===== src/pkg/stc_pkg.sv =====
// Shared constants, types and helpers of the sensor threshold setup block.
// Assumes one 20 MHz clock domain and a register port fed by the serial front end.
package stc_pkg;
  // Register offsets
  localparam logic [7:0] OFF_SETUP_TWO = 8'h03;
  localparam logic [7:0] OFF_X_LIMIT = 8'h04;
  localparam logic [7:0] OFF_Y_LIMIT = 8'h05;
  localparam logic [7:0] OFF_Z_LIMIT = 8'h06;
  localparam logic [7:0] OFF_TEMP_SETUP = 8'h07;
  // Values after reset, and the setup write mask
  localparam logic [7:0] RST_SETUP_TWO = 8'h00;
  localparam logic [7:0] RST_LIMIT = 8'h00;
  localparam logic [7:0] RST_TEMP_SETUP = 8'h00;
  localparam logic [7:0] SETUP_TWO_WMASK = 8'h7F;
  // Field positions
  localparam int BIT_CROSS_SEL = 6;
  localparam int BIT_DIRECTION = 5;
  localparam int BIT_GAIN_CH = 4;
  localparam int BIT_ANGLE_HI = 3;
  localparam int BIT_ANGLE_LO = 2;
  localparam int BIT_XY_RANGE = 1;
  localparam int BIT_Z_RANGE = 0;
  localparam int BIT_TEMP_ON = 0;
  localparam int BIT_TEMP_HI = 7;
  localparam int BIT_TEMP_LO = 1;
  // Comparison constants
  localparam logic [6:0] TEMP_CODE_MIN = 7'h1A;
  localparam logic [6:0] TEMP_CODE_MAX = 7'h34;
  localparam logic [2:0] BAND_SIGNED = 3'h0;
  localparam logic [2:0] BAND_PAIR = 3'h1;
  localparam logic [2:0] BAND_FIRST_WIDE = 3'h2;
  localparam logic [11:0] BAND_MIN_LSB = 12'h008;
  localparam logic [2:0] CROSS_MULTI_COUNT = 3'h4;
  localparam logic [2:0] CROSS_CNT_ONE = 3'h1;

  typedef enum logic [1:0] {
    STC_AXIS_X = 2'h0,
    STC_AXIS_Y = 2'h1,
    STC_AXIS_Z = 2'h2,
    STC_AXIS_T = 2'h3
  } stc_axis_e;

  typedef enum logic [1:0] {
    STC_ANGLE_OFF = 2'h0,
    STC_ANGLE_XY = 2'h1,
    STC_ANGLE_YZ = 2'h2,
    STC_ANGLE_XZ = 2'h3
  } stc_angle_e;

  // Signed limit code to 12-bit result units
  function automatic logic signed [11:0] stc_code_to_lsb(input logic [7:0] code);
    return {code, 4'h0};
  endfunction

  // Seven-bit band magnitude to 12-bit result units
  function automatic logic signed [11:0] stc_half_to_lsb(input logic [7:0] code);
    return {1'b0, code[6:0], 4'h0};
  endfunction
endpackage


===== src/pkg/stc_cmp_if.sv =====
// Link between the setup block and its limit comparator.
// Assumes both ends sit in the same clock domain; the comparator is combinational.
`timescale 1ns/1ns
interface stc_cmp_if;
  logic [7:0] limit_code;
  logic signed [11:0] result;
  logic is_temp;
  logic direction;
  logic [2:0] band_select;
  logic match;
  logic active;
  modport requester (
    output limit_code, result, is_temp, direction, band_select,
    input match, active
  );
  modport checker_end (
    input limit_code, result, is_temp, direction, band_select,
    output match, active
  );
endinterface


===== src/hw/stc_top.sv =====
// Threshold and channel setup registers of a 3-axis field sensor, with limit checking.
// Assumes a register port and result stream from logic on the same clock.
`timescale 1ns/1ns
module stc_top (
  input wire logic mclk_in,
  input wire logic nrst_in,
  input wire logic reg_wr_in,
  input wire logic reg_rd_in,
  input wire logic [7:0] reg_addr_in,
  input wire logic [7:0] reg_wdata_in,
  output logic [7:0] reg_rdata_out,
  input wire logic [2:0] band_select_in,
  input wire logic [7:0] gain_value_in,
  input wire logic result_valid_in,
  input wire logic [1:0] result_axis_in,
  input wire logic [11:0] result_data_in,
  output logic angle_on_out,
  output logic [1:0] angle_first_out,
  output logic [1:0] angle_second_out,
  output logic [7:0] gain_first_out,
  output logic [7:0] gain_second_out,
  output logic xy_range_double_out,
  output logic z_range_double_out,
  output logic [12:0] x_limit_field_out,
  output logic [12:0] y_limit_field_out,
  output logic [12:0] z_limit_field_out,
  output logic [6:0] temp_limit_code_out,
  output logic temp_channel_on_out,
  output logic [3:0] match_flags_out,
  output logic threshold_event_out
);
  typedef struct packed {
    logic [7:0] setup_two;
    logic [7:0] x_limit;
    logic [7:0] y_limit;
    logic [7:0] z_limit;
    logic [7:0] temp_setup;
    logic [7:0] rdata;
    logic [7:0] gain_first;
    logic [7:0] gain_second;
    logic [1:0] first_ch;
    logic [1:0] second_ch;
    logic [12:0] x_field;
    logic [12:0] y_field;
    logic [12:0] z_field;
    logic [3:0] prev_match;
    logic [2:0] cross_cnt;
    logic event_hit;
  } stc_state_s;

  localparam stc_state_s STATE_RST = '{
    setup_two: stc_pkg::RST_SETUP_TWO,
    x_limit: stc_pkg::RST_LIMIT,
    y_limit: stc_pkg::RST_LIMIT,
    z_limit: stc_pkg::RST_LIMIT,
    temp_setup: stc_pkg::RST_TEMP_SETUP,
    rdata: 8'h00,
    gain_first: 8'h00,
    gain_second: 8'h00,
    first_ch: 2'h0,
    second_ch: 2'h0,
    x_field: 13'h0000,
    y_field: 13'h0000,
    z_field: 13'h0000,
    prev_match: 4'h0,
    cross_cnt: 3'h0,
    event_hit: 1'b0
  };

  stc_state_s state_reg;
  stc_state_s state_next;
  stc_cmp_if cmp_bus ();

  logic direction;
  logic cross_multi;
  logic gain_second_sel;
  logic [1:0] angle_pair;
  logic xy_double;
  logic z_double;
  logic [6:0] temp_code;
  logic crossing;

  // Signed limit code in base-range units, doubled for the wide range
  function automatic logic [12:0] stc_field_scale(input logic [7:0] code, input logic dbl);
    logic signed [12:0] base;
    base = 13'(stc_pkg::stc_code_to_lsb(code));
    return dbl ? base <<< 1 : base;
  endfunction

  // Field decode of the setup registers
  assign direction = state_reg.setup_two[stc_pkg::BIT_DIRECTION];
  assign cross_multi = state_reg.setup_two[stc_pkg::BIT_CROSS_SEL];
  assign gain_second_sel = state_reg.setup_two[stc_pkg::BIT_GAIN_CH];
  assign angle_pair = state_reg.setup_two[stc_pkg::BIT_ANGLE_HI:stc_pkg::BIT_ANGLE_LO];
  assign xy_double = state_reg.setup_two[stc_pkg::BIT_XY_RANGE];
  assign z_double = state_reg.setup_two[stc_pkg::BIT_Z_RANGE];
  assign temp_code = state_reg.temp_setup[stc_pkg::BIT_TEMP_HI:stc_pkg::BIT_TEMP_LO];

  // Limit comparator request
  always_comb begin
    cmp_bus.result = $signed(result_data_in);
    cmp_bus.direction = direction;
    cmp_bus.band_select = band_select_in;
    cmp_bus.is_temp = 1'b0;
    case (result_axis_in)
      stc_pkg::STC_AXIS_X: begin
        cmp_bus.limit_code = state_reg.x_limit;
      end
      stc_pkg::STC_AXIS_Y: begin
        cmp_bus.limit_code = state_reg.y_limit;
      end
      stc_pkg::STC_AXIS_Z: begin
        cmp_bus.limit_code = state_reg.z_limit;
      end
      default: begin
        cmp_bus.limit_code = {1'b0, temp_code};
        cmp_bus.is_temp = 1'b1;
      end
    endcase
  end

  stc_limit_cmp limit_check (
    .cmp_port(cmp_bus.checker_end)
  );

  assign crossing = result_valid_in && cmp_bus.active && cmp_bus.match &&
                    !state_reg.prev_match[result_axis_in];

  always_comb begin
    state_next = state_reg;
    state_next.event_hit = 1'b0;

    // Register writes
    if (reg_wr_in) begin
      case (reg_addr_in)
        stc_pkg::OFF_SETUP_TWO: begin
          state_next.setup_two = reg_wdata_in & stc_pkg::SETUP_TWO_WMASK;
        end
        stc_pkg::OFF_X_LIMIT: begin
          state_next.x_limit = reg_wdata_in;
        end
        stc_pkg::OFF_Y_LIMIT: begin
          state_next.y_limit = reg_wdata_in;
        end
        stc_pkg::OFF_Z_LIMIT: begin
          state_next.z_limit = reg_wdata_in;
        end
        stc_pkg::OFF_TEMP_SETUP: begin
          state_next.temp_setup = reg_wdata_in;
        end
        default: begin
          state_next.rdata = state_reg.rdata;
        end
      endcase
    end

    // Register reads, unmapped offsets read zero
    if (reg_rd_in) begin
      case (reg_addr_in)
        stc_pkg::OFF_SETUP_TWO: begin
          state_next.rdata = state_reg.setup_two;
        end
        stc_pkg::OFF_X_LIMIT: begin
          state_next.rdata = state_reg.x_limit;
        end
        stc_pkg::OFF_Y_LIMIT: begin
          state_next.rdata = state_reg.y_limit;
        end
        stc_pkg::OFF_Z_LIMIT: begin
          state_next.rdata = state_reg.z_limit;
        end
        stc_pkg::OFF_TEMP_SETUP: begin
          state_next.rdata = state_reg.temp_setup;
        end
        default: begin
          state_next.rdata = 8'h00;
        end
      endcase
    end

    // Angle pair channel selection
    case (angle_pair)
      stc_pkg::STC_ANGLE_XY: begin
        state_next.first_ch = stc_pkg::STC_AXIS_X;
        state_next.second_ch = stc_pkg::STC_AXIS_Y;
      end
      stc_pkg::STC_ANGLE_YZ: begin
        state_next.first_ch = stc_pkg::STC_AXIS_Y;
        state_next.second_ch = stc_pkg::STC_AXIS_Z;
      end
      stc_pkg::STC_ANGLE_XZ: begin
        state_next.first_ch = stc_pkg::STC_AXIS_X;
        state_next.second_ch = stc_pkg::STC_AXIS_Z;
      end
      default: begin
        state_next.first_ch = stc_pkg::STC_AXIS_X;
        state_next.second_ch = stc_pkg::STC_AXIS_X;
      end
    endcase

    // Gain correction routing, nothing applied while angle is off
    state_next.gain_first = 8'h00;
    state_next.gain_second = 8'h00;
    if (angle_pair != stc_pkg::STC_ANGLE_OFF) begin
      if (gain_second_sel) begin
        state_next.gain_second = gain_value_in;
      end else begin
        state_next.gain_first = gain_value_in;
      end
    end

    // Limits in base-range result units, doubled by range bits
    state_next.x_field = stc_field_scale(state_reg.x_limit, xy_double);
    state_next.y_field = stc_field_scale(state_reg.y_limit, xy_double);
    state_next.z_field = stc_field_scale(state_reg.z_limit, z_double);

    // Per-axis match tracking, inactive limits clear their flag
    if (result_valid_in) begin
      state_next.prev_match[result_axis_in] = cmp_bus.active && cmp_bus.match;
    end

    // Crossing count before the event
    if (crossing) begin
      if (!cross_multi) begin
        state_next.event_hit = 1'b1;
        state_next.cross_cnt = 3'h0;
      end else if (state_reg.cross_cnt + stc_pkg::CROSS_CNT_ONE ==
                   stc_pkg::CROSS_MULTI_COUNT) begin
        state_next.event_hit = 1'b1;
        state_next.cross_cnt = 3'h0;
      end else begin
        state_next.cross_cnt = state_reg.cross_cnt + stc_pkg::CROSS_CNT_ONE;
      end
    end
    if (!cross_multi && !crossing) begin
      state_next.cross_cnt = 3'h0;
    end
  end

  always_ff @(posedge mclk_in or negedge nrst_in) begin
    if (!nrst_in) begin
      state_reg <= STATE_RST;
    end else begin
      state_reg <= state_next;
    end
  end

  // Outputs
  assign reg_rdata_out = state_reg.rdata;
  assign angle_on_out = (angle_pair != stc_pkg::STC_ANGLE_OFF);
  assign angle_first_out = state_reg.first_ch;
  assign angle_second_out = state_reg.second_ch;
  assign gain_first_out = state_reg.gain_first;
  assign gain_second_out = state_reg.gain_second;
  assign xy_range_double_out = xy_double;
  assign z_range_double_out = z_double;
  assign x_limit_field_out = state_reg.x_field;
  assign y_limit_field_out = state_reg.y_field;
  assign z_limit_field_out = state_reg.z_field;
  assign temp_limit_code_out = temp_code;
  assign temp_channel_on_out = state_reg.temp_setup[stc_pkg::BIT_TEMP_ON];
  assign match_flags_out = state_reg.prev_match;
  assign threshold_event_out = state_reg.event_hit;
endmodule // stc_top


===== src/hw/stc_limit_cmp.sv =====
// Combinational limit check of one result against its limit code.
// Assumes the requester holds all inputs stable within the cycle.
`timescale 1ns/1ns
module stc_limit_cmp (
  stc_cmp_if.checker_end cmp_port
);
  logic signed [11:0] thr;
  logic signed [11:0] half;
  logic signed [12:0] upper;
  logic [11:0] band;
  logic [6:0] tcode;
  logic [6:0] tres;
  logic outside;

  always_comb begin
    thr = stc_pkg::stc_code_to_lsb(cmp_port.limit_code);
    half = stc_pkg::stc_half_to_lsb(cmp_port.limit_code);
    band = stc_pkg::BAND_MIN_LSB << (cmp_port.band_select - stc_pkg::BAND_FIRST_WIDE);
    upper = 13'(thr) + $signed({1'b0, band});
    outside = (cmp_port.result > half) || (cmp_port.result < -half);
    tcode = cmp_port.limit_code[6:0];
    // Out-of-range temperature codes clamped to valid span
    if (tcode < stc_pkg::TEMP_CODE_MIN) begin
      tcode = stc_pkg::TEMP_CODE_MIN;
    end else if (tcode > stc_pkg::TEMP_CODE_MAX) begin
      tcode = stc_pkg::TEMP_CODE_MAX;
    end
    tres = cmp_port.result[6:0];
    cmp_port.active = (cmp_port.limit_code != 8'h00);
    if (cmp_port.is_temp) begin
      cmp_port.match = cmp_port.direction ? (tres < tcode) : (tres > tcode);
    end else begin
      case (cmp_port.band_select)
        stc_pkg::BAND_SIGNED: begin
          cmp_port.match = cmp_port.direction ? (cmp_port.result < thr) :
                           (cmp_port.result > thr);
        end
        stc_pkg::BAND_PAIR: begin
          cmp_port.match = cmp_port.direction ? !outside : outside;
        end
        default: begin
          cmp_port.match = 13'(cmp_port.result) > upper;
        end
      endcase
    end
  end
endmodule // stc_limit_cmp


===== config.mk =====
export PLATFORM = sky130hd
export DESIGN_NAME = stc_top
export DESIGN_NICKNAME = d
export VERILOG_FILES = /design/src/pkg/stc_pkg.sv /design/src/pkg/stc_cmp_if.sv /design/src/hw/stc_top.sv /design/src/hw/stc_limit_cmp.sv
export SDC_FILE = /design/constraint.sdc
export NUM_CORES = 1
export LEC_CHECK = 0
export BUFFER_PORTS_ARGS = -buffer_cell sky130_fd_sc_hd__buf_2
export CAP_MARGIN = 20
export CORE_MARGIN = 2
export CORE_UTILIZATION = 30
export DETAILED_ROUTE_END_ITERATION = 8
export PLACE_DENSITY = 0.55
export SLEW_MARGIN = 20
export SYNTH_ARGS = -nofsm -noshare
export SYNTH_HDL_FRONTEND = slang
export SYNTH_HIERARCHICAL = 1
export SYNTH_SLANG_ARGS = --single-unit

===== constraint.sdc =====
create_clock -name mclk_in -period 5.9 [get_ports mclk_in]
set_clock_uncertainty 0.2 [all_clocks]
set_input_delay 1.18 -clock mclk_in [delete_from_list [all_inputs] [get_ports mclk_in]]
set_output_delay 1.18 -clock mclk_in [all_outputs]
set_load 0.03 [all_outputs]

Word-level counts from Yosys, hierarchy flattened. Cells that the tools add are included.

Input port bits: 46. Logic and storage cells: 93. Output and inout port bits: 83. Register bits after elaboration: 114.

Magnitude comparators: 11. Shift operators: 1. Eq/ne operators: 12. Add/sub/neg operators: 4. Multiplexer cells: 27. Reductions and logical operators: 22.

Operators by type and width (number): one-hot mux 8 bit (5 select lines) (1); two-way mux 12 bit (3); == test 8 x 3 -> 1 bit, second input constant (4); > comparator 12 bit (2); less-than comparator 12 bit (2); two-way mux 8 bit (3); one-hot mux 8 bit (3 select lines) (1); two-way mux 16 bit (1); two-way mux 7 bit (2); adder 12 x 13 -> 13 bit (1); > comparator 12 x 13 -> 1 bit (1); negation 11 -> 12 bit (1); left shift 4 x 3 -> 12 bit, first input constant (1); AND reduction 2 bit (5); one-hot mux 3 bit (3 select lines) (1); == test 8 x 2 -> 1 bit, second input constant (1); two-way mux 4 bit (2); nonzero test 8 bit (1); > comparator 7 x 6 -> 1 bit, second input constant (1); > comparator 7 bit (1); less-than comparator 7 x 5 -> 1 bit, second input constant (1); less-than comparator 7 bit (1); two-way mux 1 bit (7); == test 2 bit, second input constant (3); other kinds (19) (30).

Depth between registers and ports, before layout.
Depth after elaboration: 14. Depth in mapped cells: 22. Mapped depth without buffers: 22.

Modules after synthesis. The synthesis kept the hierarchy.

Modules (own cells, without submodules): stc_top (area an instance 4894.7 um^2, sequential area each 2527.4 um^2, cells an instance 382, times used 1); stc_limit_cmp (area an instance 1433.9 um^2, sequential area each 0.0 um^2, cells an instance 191, times used 1).

Worst setup path after synthesis. Ideal clock, no wire load.

Path type: input to register. Start: input port result_axis_in[0]. End: register state_reg[3] (netlist name). Required time: 5.616 ns. Path buffers: 1. Setup slack: 0.475 ns. Library setup time: 0.084 ns. Data arrival time: 5.141 ns. Stages on the path: 20. Cells stage by stage: buf_1 mux4_2 ha_1 inv_1 fa_1 nor2b_1 o21ai_0 a21boi_0 o21a_1 o21ai_0 nand3b_1 ha_1 inv_1 or3_1 a2111oi_0 o221ai_2 nand3_1 a21oi_1 a31o_2 a21boi_0.

Cells in the longest elaborated chain, start to end: 14. Elaborated cells on any way between the ends: 36. Classes of those cells: add/sub: 2; order compare: 9; eq/ne: 2; mux: 11; reduce/logical: 12.

Ends and longest elaborated chain: start: declaration (RTL line stc_top.sv:15) `input wire logic [1:0] result_axis_in,`; == test 2 bit (tied with other cells) (RTL line stc_top.sv:105) `case (result_axis_in)`; one-hot mux 8 bit (3 select lines) (*) (RTL line stc_top.sv:105); via cmp_bus.limit_code[0] (RTL line stc_cmp_if.sv:5) `logic [7:0] limit_code;`; negation 11 -> 12 bit (RTL line stc_limit_cmp.sv:20) `outside = (cmp_port.result > half) || (cmp_port.result < -half);`; less-than comparator 12 bit (RTL line stc_limit_cmp.sv:20); logical OR 1 bit (RTL line stc_limit_cmp.sv:20); zero test 1 bit (RTL line stc_limit_cmp.sv:39) `cmp_port.match = cmp_port.direction ? !outside : outside;`; two-way mux 1 bit (RTL line stc_limit_cmp.sv:39); one-hot mux 1 bit (2 select lines) (RTL line stc_limit_cmp.sv:33) `case (cmp_port.band_select)`; two-way mux 1 bit (*) (RTL line stc_limit_cmp.sv:30) `if (cmp_port.is_temp) begin`; via cmp_bus.match (RTL line stc_cmp_if.sv:10) `logic match;`; logical AND 1 bit (*) (2 in a row) (RTL line stc_top.sv:126) `assign crossing = result_valid_in && cmp_bus.active && cmp_bus.match &&`; zero test 1 bit (RTL line stc_top.sv:235) `if (!cross_multi && !crossing) begin`; logical AND 1 bit (RTL line stc_top.sv:235); two-way mux 3 bit or nonzero test 2 bit (tied branches); end signal: assignment (RTL line stc_top.sv:244) `state_reg <= state_next;`; end: declaration (RTL line stc_top.sv:70) `stc_state_s state_reg;`.

Mark *: on every way through the listed nets, which the timed path passes. The rest lies on a longest branch. The select of a mux whose other input is x is not followed. A chain may end at the register's enable or synchronous reset.

Final worst setup path.
Start: input port band_select_in[1]. End: register state_reg[1] (netlist name).

Cells in the longest elaborated chain, start to end: 11. Elaborated cells on any way between the ends: 14. Classes of those cells: add/sub: 2; order compare: 1; eq/ne: 1; shift: 1; mux: 3; reduce/logical: 6.

Ends and longest elaborated chain: start: declaration (RTL line stc_top.sv:12) `input wire logic [2:0] band_select_in,`; subtractor 3 x 2 -> 3 bit (RTL line stc_limit_cmp.sv:18) `band = stc_pkg::BAND_MIN_LSB << (cmp_port.band_select - stc_pkg::BAND_FIRST_WIDE);`; left shift 4 x 3 -> 12 bit (RTL line stc_limit_cmp.sv:18); adder 12 x 13 -> 13 bit (RTL line stc_limit_cmp.sv:19) `upper = 13'(thr) + $signed({1'b0, band});`; > comparator 12 x 13 -> 1 bit (RTL line stc_limit_cmp.sv:42) `cmp_port.match = 13'(cmp_port.result) > upper;`; one-hot mux 1 bit (2 select lines) (*) (RTL line stc_limit_cmp.sv:33); two-way mux 1 bit (*) (RTL line stc_limit_cmp.sv:30); via cmp_bus.match (RTL line stc_cmp_if.sv:10); logical AND 1 bit (*) (2 in a row) (RTL line stc_top.sv:126); zero test 1 bit (RTL line stc_top.sv:235); logical AND 1 bit (RTL line stc_top.sv:235); two-way mux 3 bit or nonzero test 2 bit (tied branches).

Mark *: on every way through the listed nets, which the timed path passes. The rest lies on a longest branch.

==> summary.md <==
| Metric | Value |
|---|---|
| Outcome | completed |
| Final Max Slew Viols | 0 |
| Cell Area, Synth | 6329 um^2 |
| Worst-Margin Slew | 0.9079 ns |
| R2r worst-path depth | 19 |
| Synth warn | 6 |
| Hold Path Class | flip-flop to flip-flop |
| I/O pins | 129 |
| First-pass GRT wire length | 24770 um |
| Int Pwr | 0.001163 W |
| DIE HEIGHT | 149.2 um |
| Clk buf depth | 2 |
| Critical path arrival | 5.24 ns |
| Post-DP HPWL | 12330 um |
| Diodes inserted | 0 |
| Drt pass-1 iters | 4 |
| FFs w/ async S/R, synth | 100.0% |
| Pleak | 3.546 nW |
| Antenna-violating nets left | 0 |
| Final wirelength | 16040 um |
| Setup TNS | 0 ns |
| Hold slack | 0.2829 ns |
| TritonCTS buffer count | 9 |
| Initial DRC Count | 319 |
| WP data required | 5.95 ns |
| Number of enable flip-flop cells after synthesis | 0 |
| RSZ-0062 raised after global routing | no |
| Via-to-Cell Ratio | 4.794 |
| Commonest non-fill, non-tap cell in the layout | buf_2 |
| Crit path kind | primary input to flip-flop |
| Multi-input logic area | 3052 um^2 |
| Fin util | 33.24% |
| Count of cell types in the netlist | 62 |
| Max Cap Violations | 0 |
| Comb power frac | 20.2% |
| Share of cells above drive strength 1 | 35.37% |
| Register area | 2527 um^2 |
| Seq pwr share | 44.8% |
| GPL Wtd Cong | 0.8501 |
| Final net count | 708 |
| Die ar. | 22270 um^2 |
| Wirelength per Cell | 17.88 um |
| Critical Path Start Type | primary input |
| Area Growth Syn to Fin | 9.707% |
| Remaining Overflow, GRT | 0 |
| Antenna violations before repair | 0 |
| Sequential cell area fraction in the yosys report | 39.94% |
| VDD IR max | 0.1469 mV |
| Die W | 149.2 um |
| FMAX | 192.8 MHz |
| Post-CTS sizing | 0 |
| Residual DRC count | 0 |
| Max-slew headroom | 39.47% |
| Top FF cell, synth | dfrtp_1 |
| Hold path depth | 0 |
| Largest register FFs | 27 |
| Fillcell total | 2142 |
| Post-CTS setup buffer count | 0 |
| CTS tree | done |
| Placeable Area | 20890 um^2 |
| Starting Density | 30.30% |
| Number of global-route vias before repair | 4181 |
| Clock sink count | 101 |
| Avg Cell Area, Syn | 11.04 um^2 |
| Mapped Cells | 573 |
| CTS HTree Levels | 3 |
| Via count | 4300 |
| Worst Setup End Kind | flip-flop |
| Final setup fails | 0 |
| CP max FO | 8 |
| Post-route clock period utilization | 87.89% |
| Final hold violation count | 0 |
| Buffers on Ports | 115 |
| Final Power | 0.001699 W |
| Hold-fix buffer count after cts | 0 |
| Clock power share | 35.1% |
| Most frequent cells in the layout | buf_2, dfrtp_1, mux2_2 |
| Pwr Density | 244.7 nW/um^2 |
| Total GRT Usage | 14.50% |
| Clock transition at path regs | 0.07 ns |
| Fin crit period | 5.186 ns |
| Root buf cell | clkbuf_16 |
| Pin count of the biggest net entering global routing | 55 |
| Row count | 53 |
| #FFs+latches synth | 101 |
| Switching Power | 0.0005356 W |
| Switching share of power | 31.52% |
| Clock insertion delay at the later pin of the skew report | 0.35 ns |
## Yosys cell counts (3+ instances only)
cell       count  area share (%)
a211oi_1       5            0.59
a21o_1         6            0.71
a21oi_1       12            0.95
a22o_1         6            0.83
a22oi_1        6            0.71
and2_1        12             1.2
and3_1        10            0.99
buf_1          4            0.24
buf_4         78             9.3
clkbuf_1      10            0.59
dfrtp_1      101              40
ha_1          44             8.7
inv_1         33             2.0
mux2_2        64              11
mux2i_1       12             1.9
mux4_2         9             3.2
nand2_1       15            0.89
nand3_1       12            0.95
nand4_1        7            0.69
nor2_1        15            0.89
nor2b_1       12             1.2
nor3_1        12            0.95
nor4_1         3            0.30
o21a_1         3            0.36
o21ai_0       12            0.95
o22ai_1        7            0.69
o2bb2ai_1      6            0.83
or2_2          3            0.30
xnor2_1        7            0.97
xor2_1         6            0.83
## through the flow
| stage | setup slack (ns) | instances | cell area, um^2 |
|---|---|---|---|
| finish | 0.7143 | 897 | 6943 |
| global route | 0.4207 | 897 | 6943 |
| CTS | 0.7252 | 897 | 6943 |
| detailed placement | 0.3897 | 881 | 6640 |
| global placement | 0.4758 | 881 | 6640 |
| floorplan | 0.4749 | 585 | 6374 |
## per-layer routing
| metal | track usage [%] | part of all wire, % | up-vias |
|---|---|---|---|
| met4 | 2.762 | 1.1 | 0 |
| met3 | 3.119 | 5.2 | 13 |
| met5 | 0 | 0 | - |
| li1 | - | - | 2044 |
| met2 | 22.03 | 46 | 118 |
| met1 | 21.31 | 48 | 2125 |
## power groups by stage
stage          clock, W  combinational (W)  sequential, W
4_1_cts        0.000613           0.000344       0.000760
6_report       0.000596           0.000343       0.000760
3_3_place_gp          0           0.000340       0.000775
5_1_grt        0.000645           0.000377       0.000766
3_5_place_dp          0           0.000343       0.000773
2_1_floorplan         0           0.000273       0.000758
## worst max-delay path: stages
cell       delay (ns)
buf_2            0.16
inv_1            0.11
ha_1             0.39
and3_1           0.24
ha_1             0.19
inv_1            0.07
fa_1             0.21
nor2b_1          0.05
o21ai_0          0.18
a21boi_0         0.13
o21a_1           0.19
o21ai_0          0.15
nand3b_1         0.10
ha_1             0.32
inv_1            0.05
or3_1            0.32
a2111oi_0        0.50
o221ai_2         0.15
nand3_1          0.10
a21oi_1          0.08
nand2_1          0.16
mux2i_1          0.22
## final timing paths
kind	startpoint	end	slack, ns
worst min register to register	state_reg[90]	z_limit_field_out[12]	0.28
min in group asynchronous	nrst_in	x_limit_field_out[12]	0.68
worst min-delay path	state_reg[90]	z_limit_field_out[12]	0.28
max in group asynchronous	nrst_in	state_reg[94]	3.72
worst max register to register	state_reg[83]	state_reg[1]	1.36
worst max-delay path	band_select_in[1]	state_reg[1]	0.71
## kinds of logic (layout without fill, tap and decap cells)
group / count (synthesis) / count (layout) / synth area share (%)
compound gates: 80 / 80 / 9.213
flops: 101 / 101 / 39.94
mux: 85 / 85 / 16.49
simple gates: 118 / 118 / 10.87
xor+xnor: 13 / 13 / 1.799
buf+inv: 129 / 166 / 12.55
fa+ha+maj: 45 / 45 / 9.015
other cells: 2 / 14 / 0.1187
## layout make-up
type	instances	share of cell area (%)
Clock buffer	10	3.442
Inverter	33	1.784
Multi-Input combinational cell	355	43.95
Sequential cell	101	36.40
Clock inverter	6	0.9191
Tap cell	275	4.956
Timing Repair Buffer	117	8.542
(Power assumes the default switching activity.)
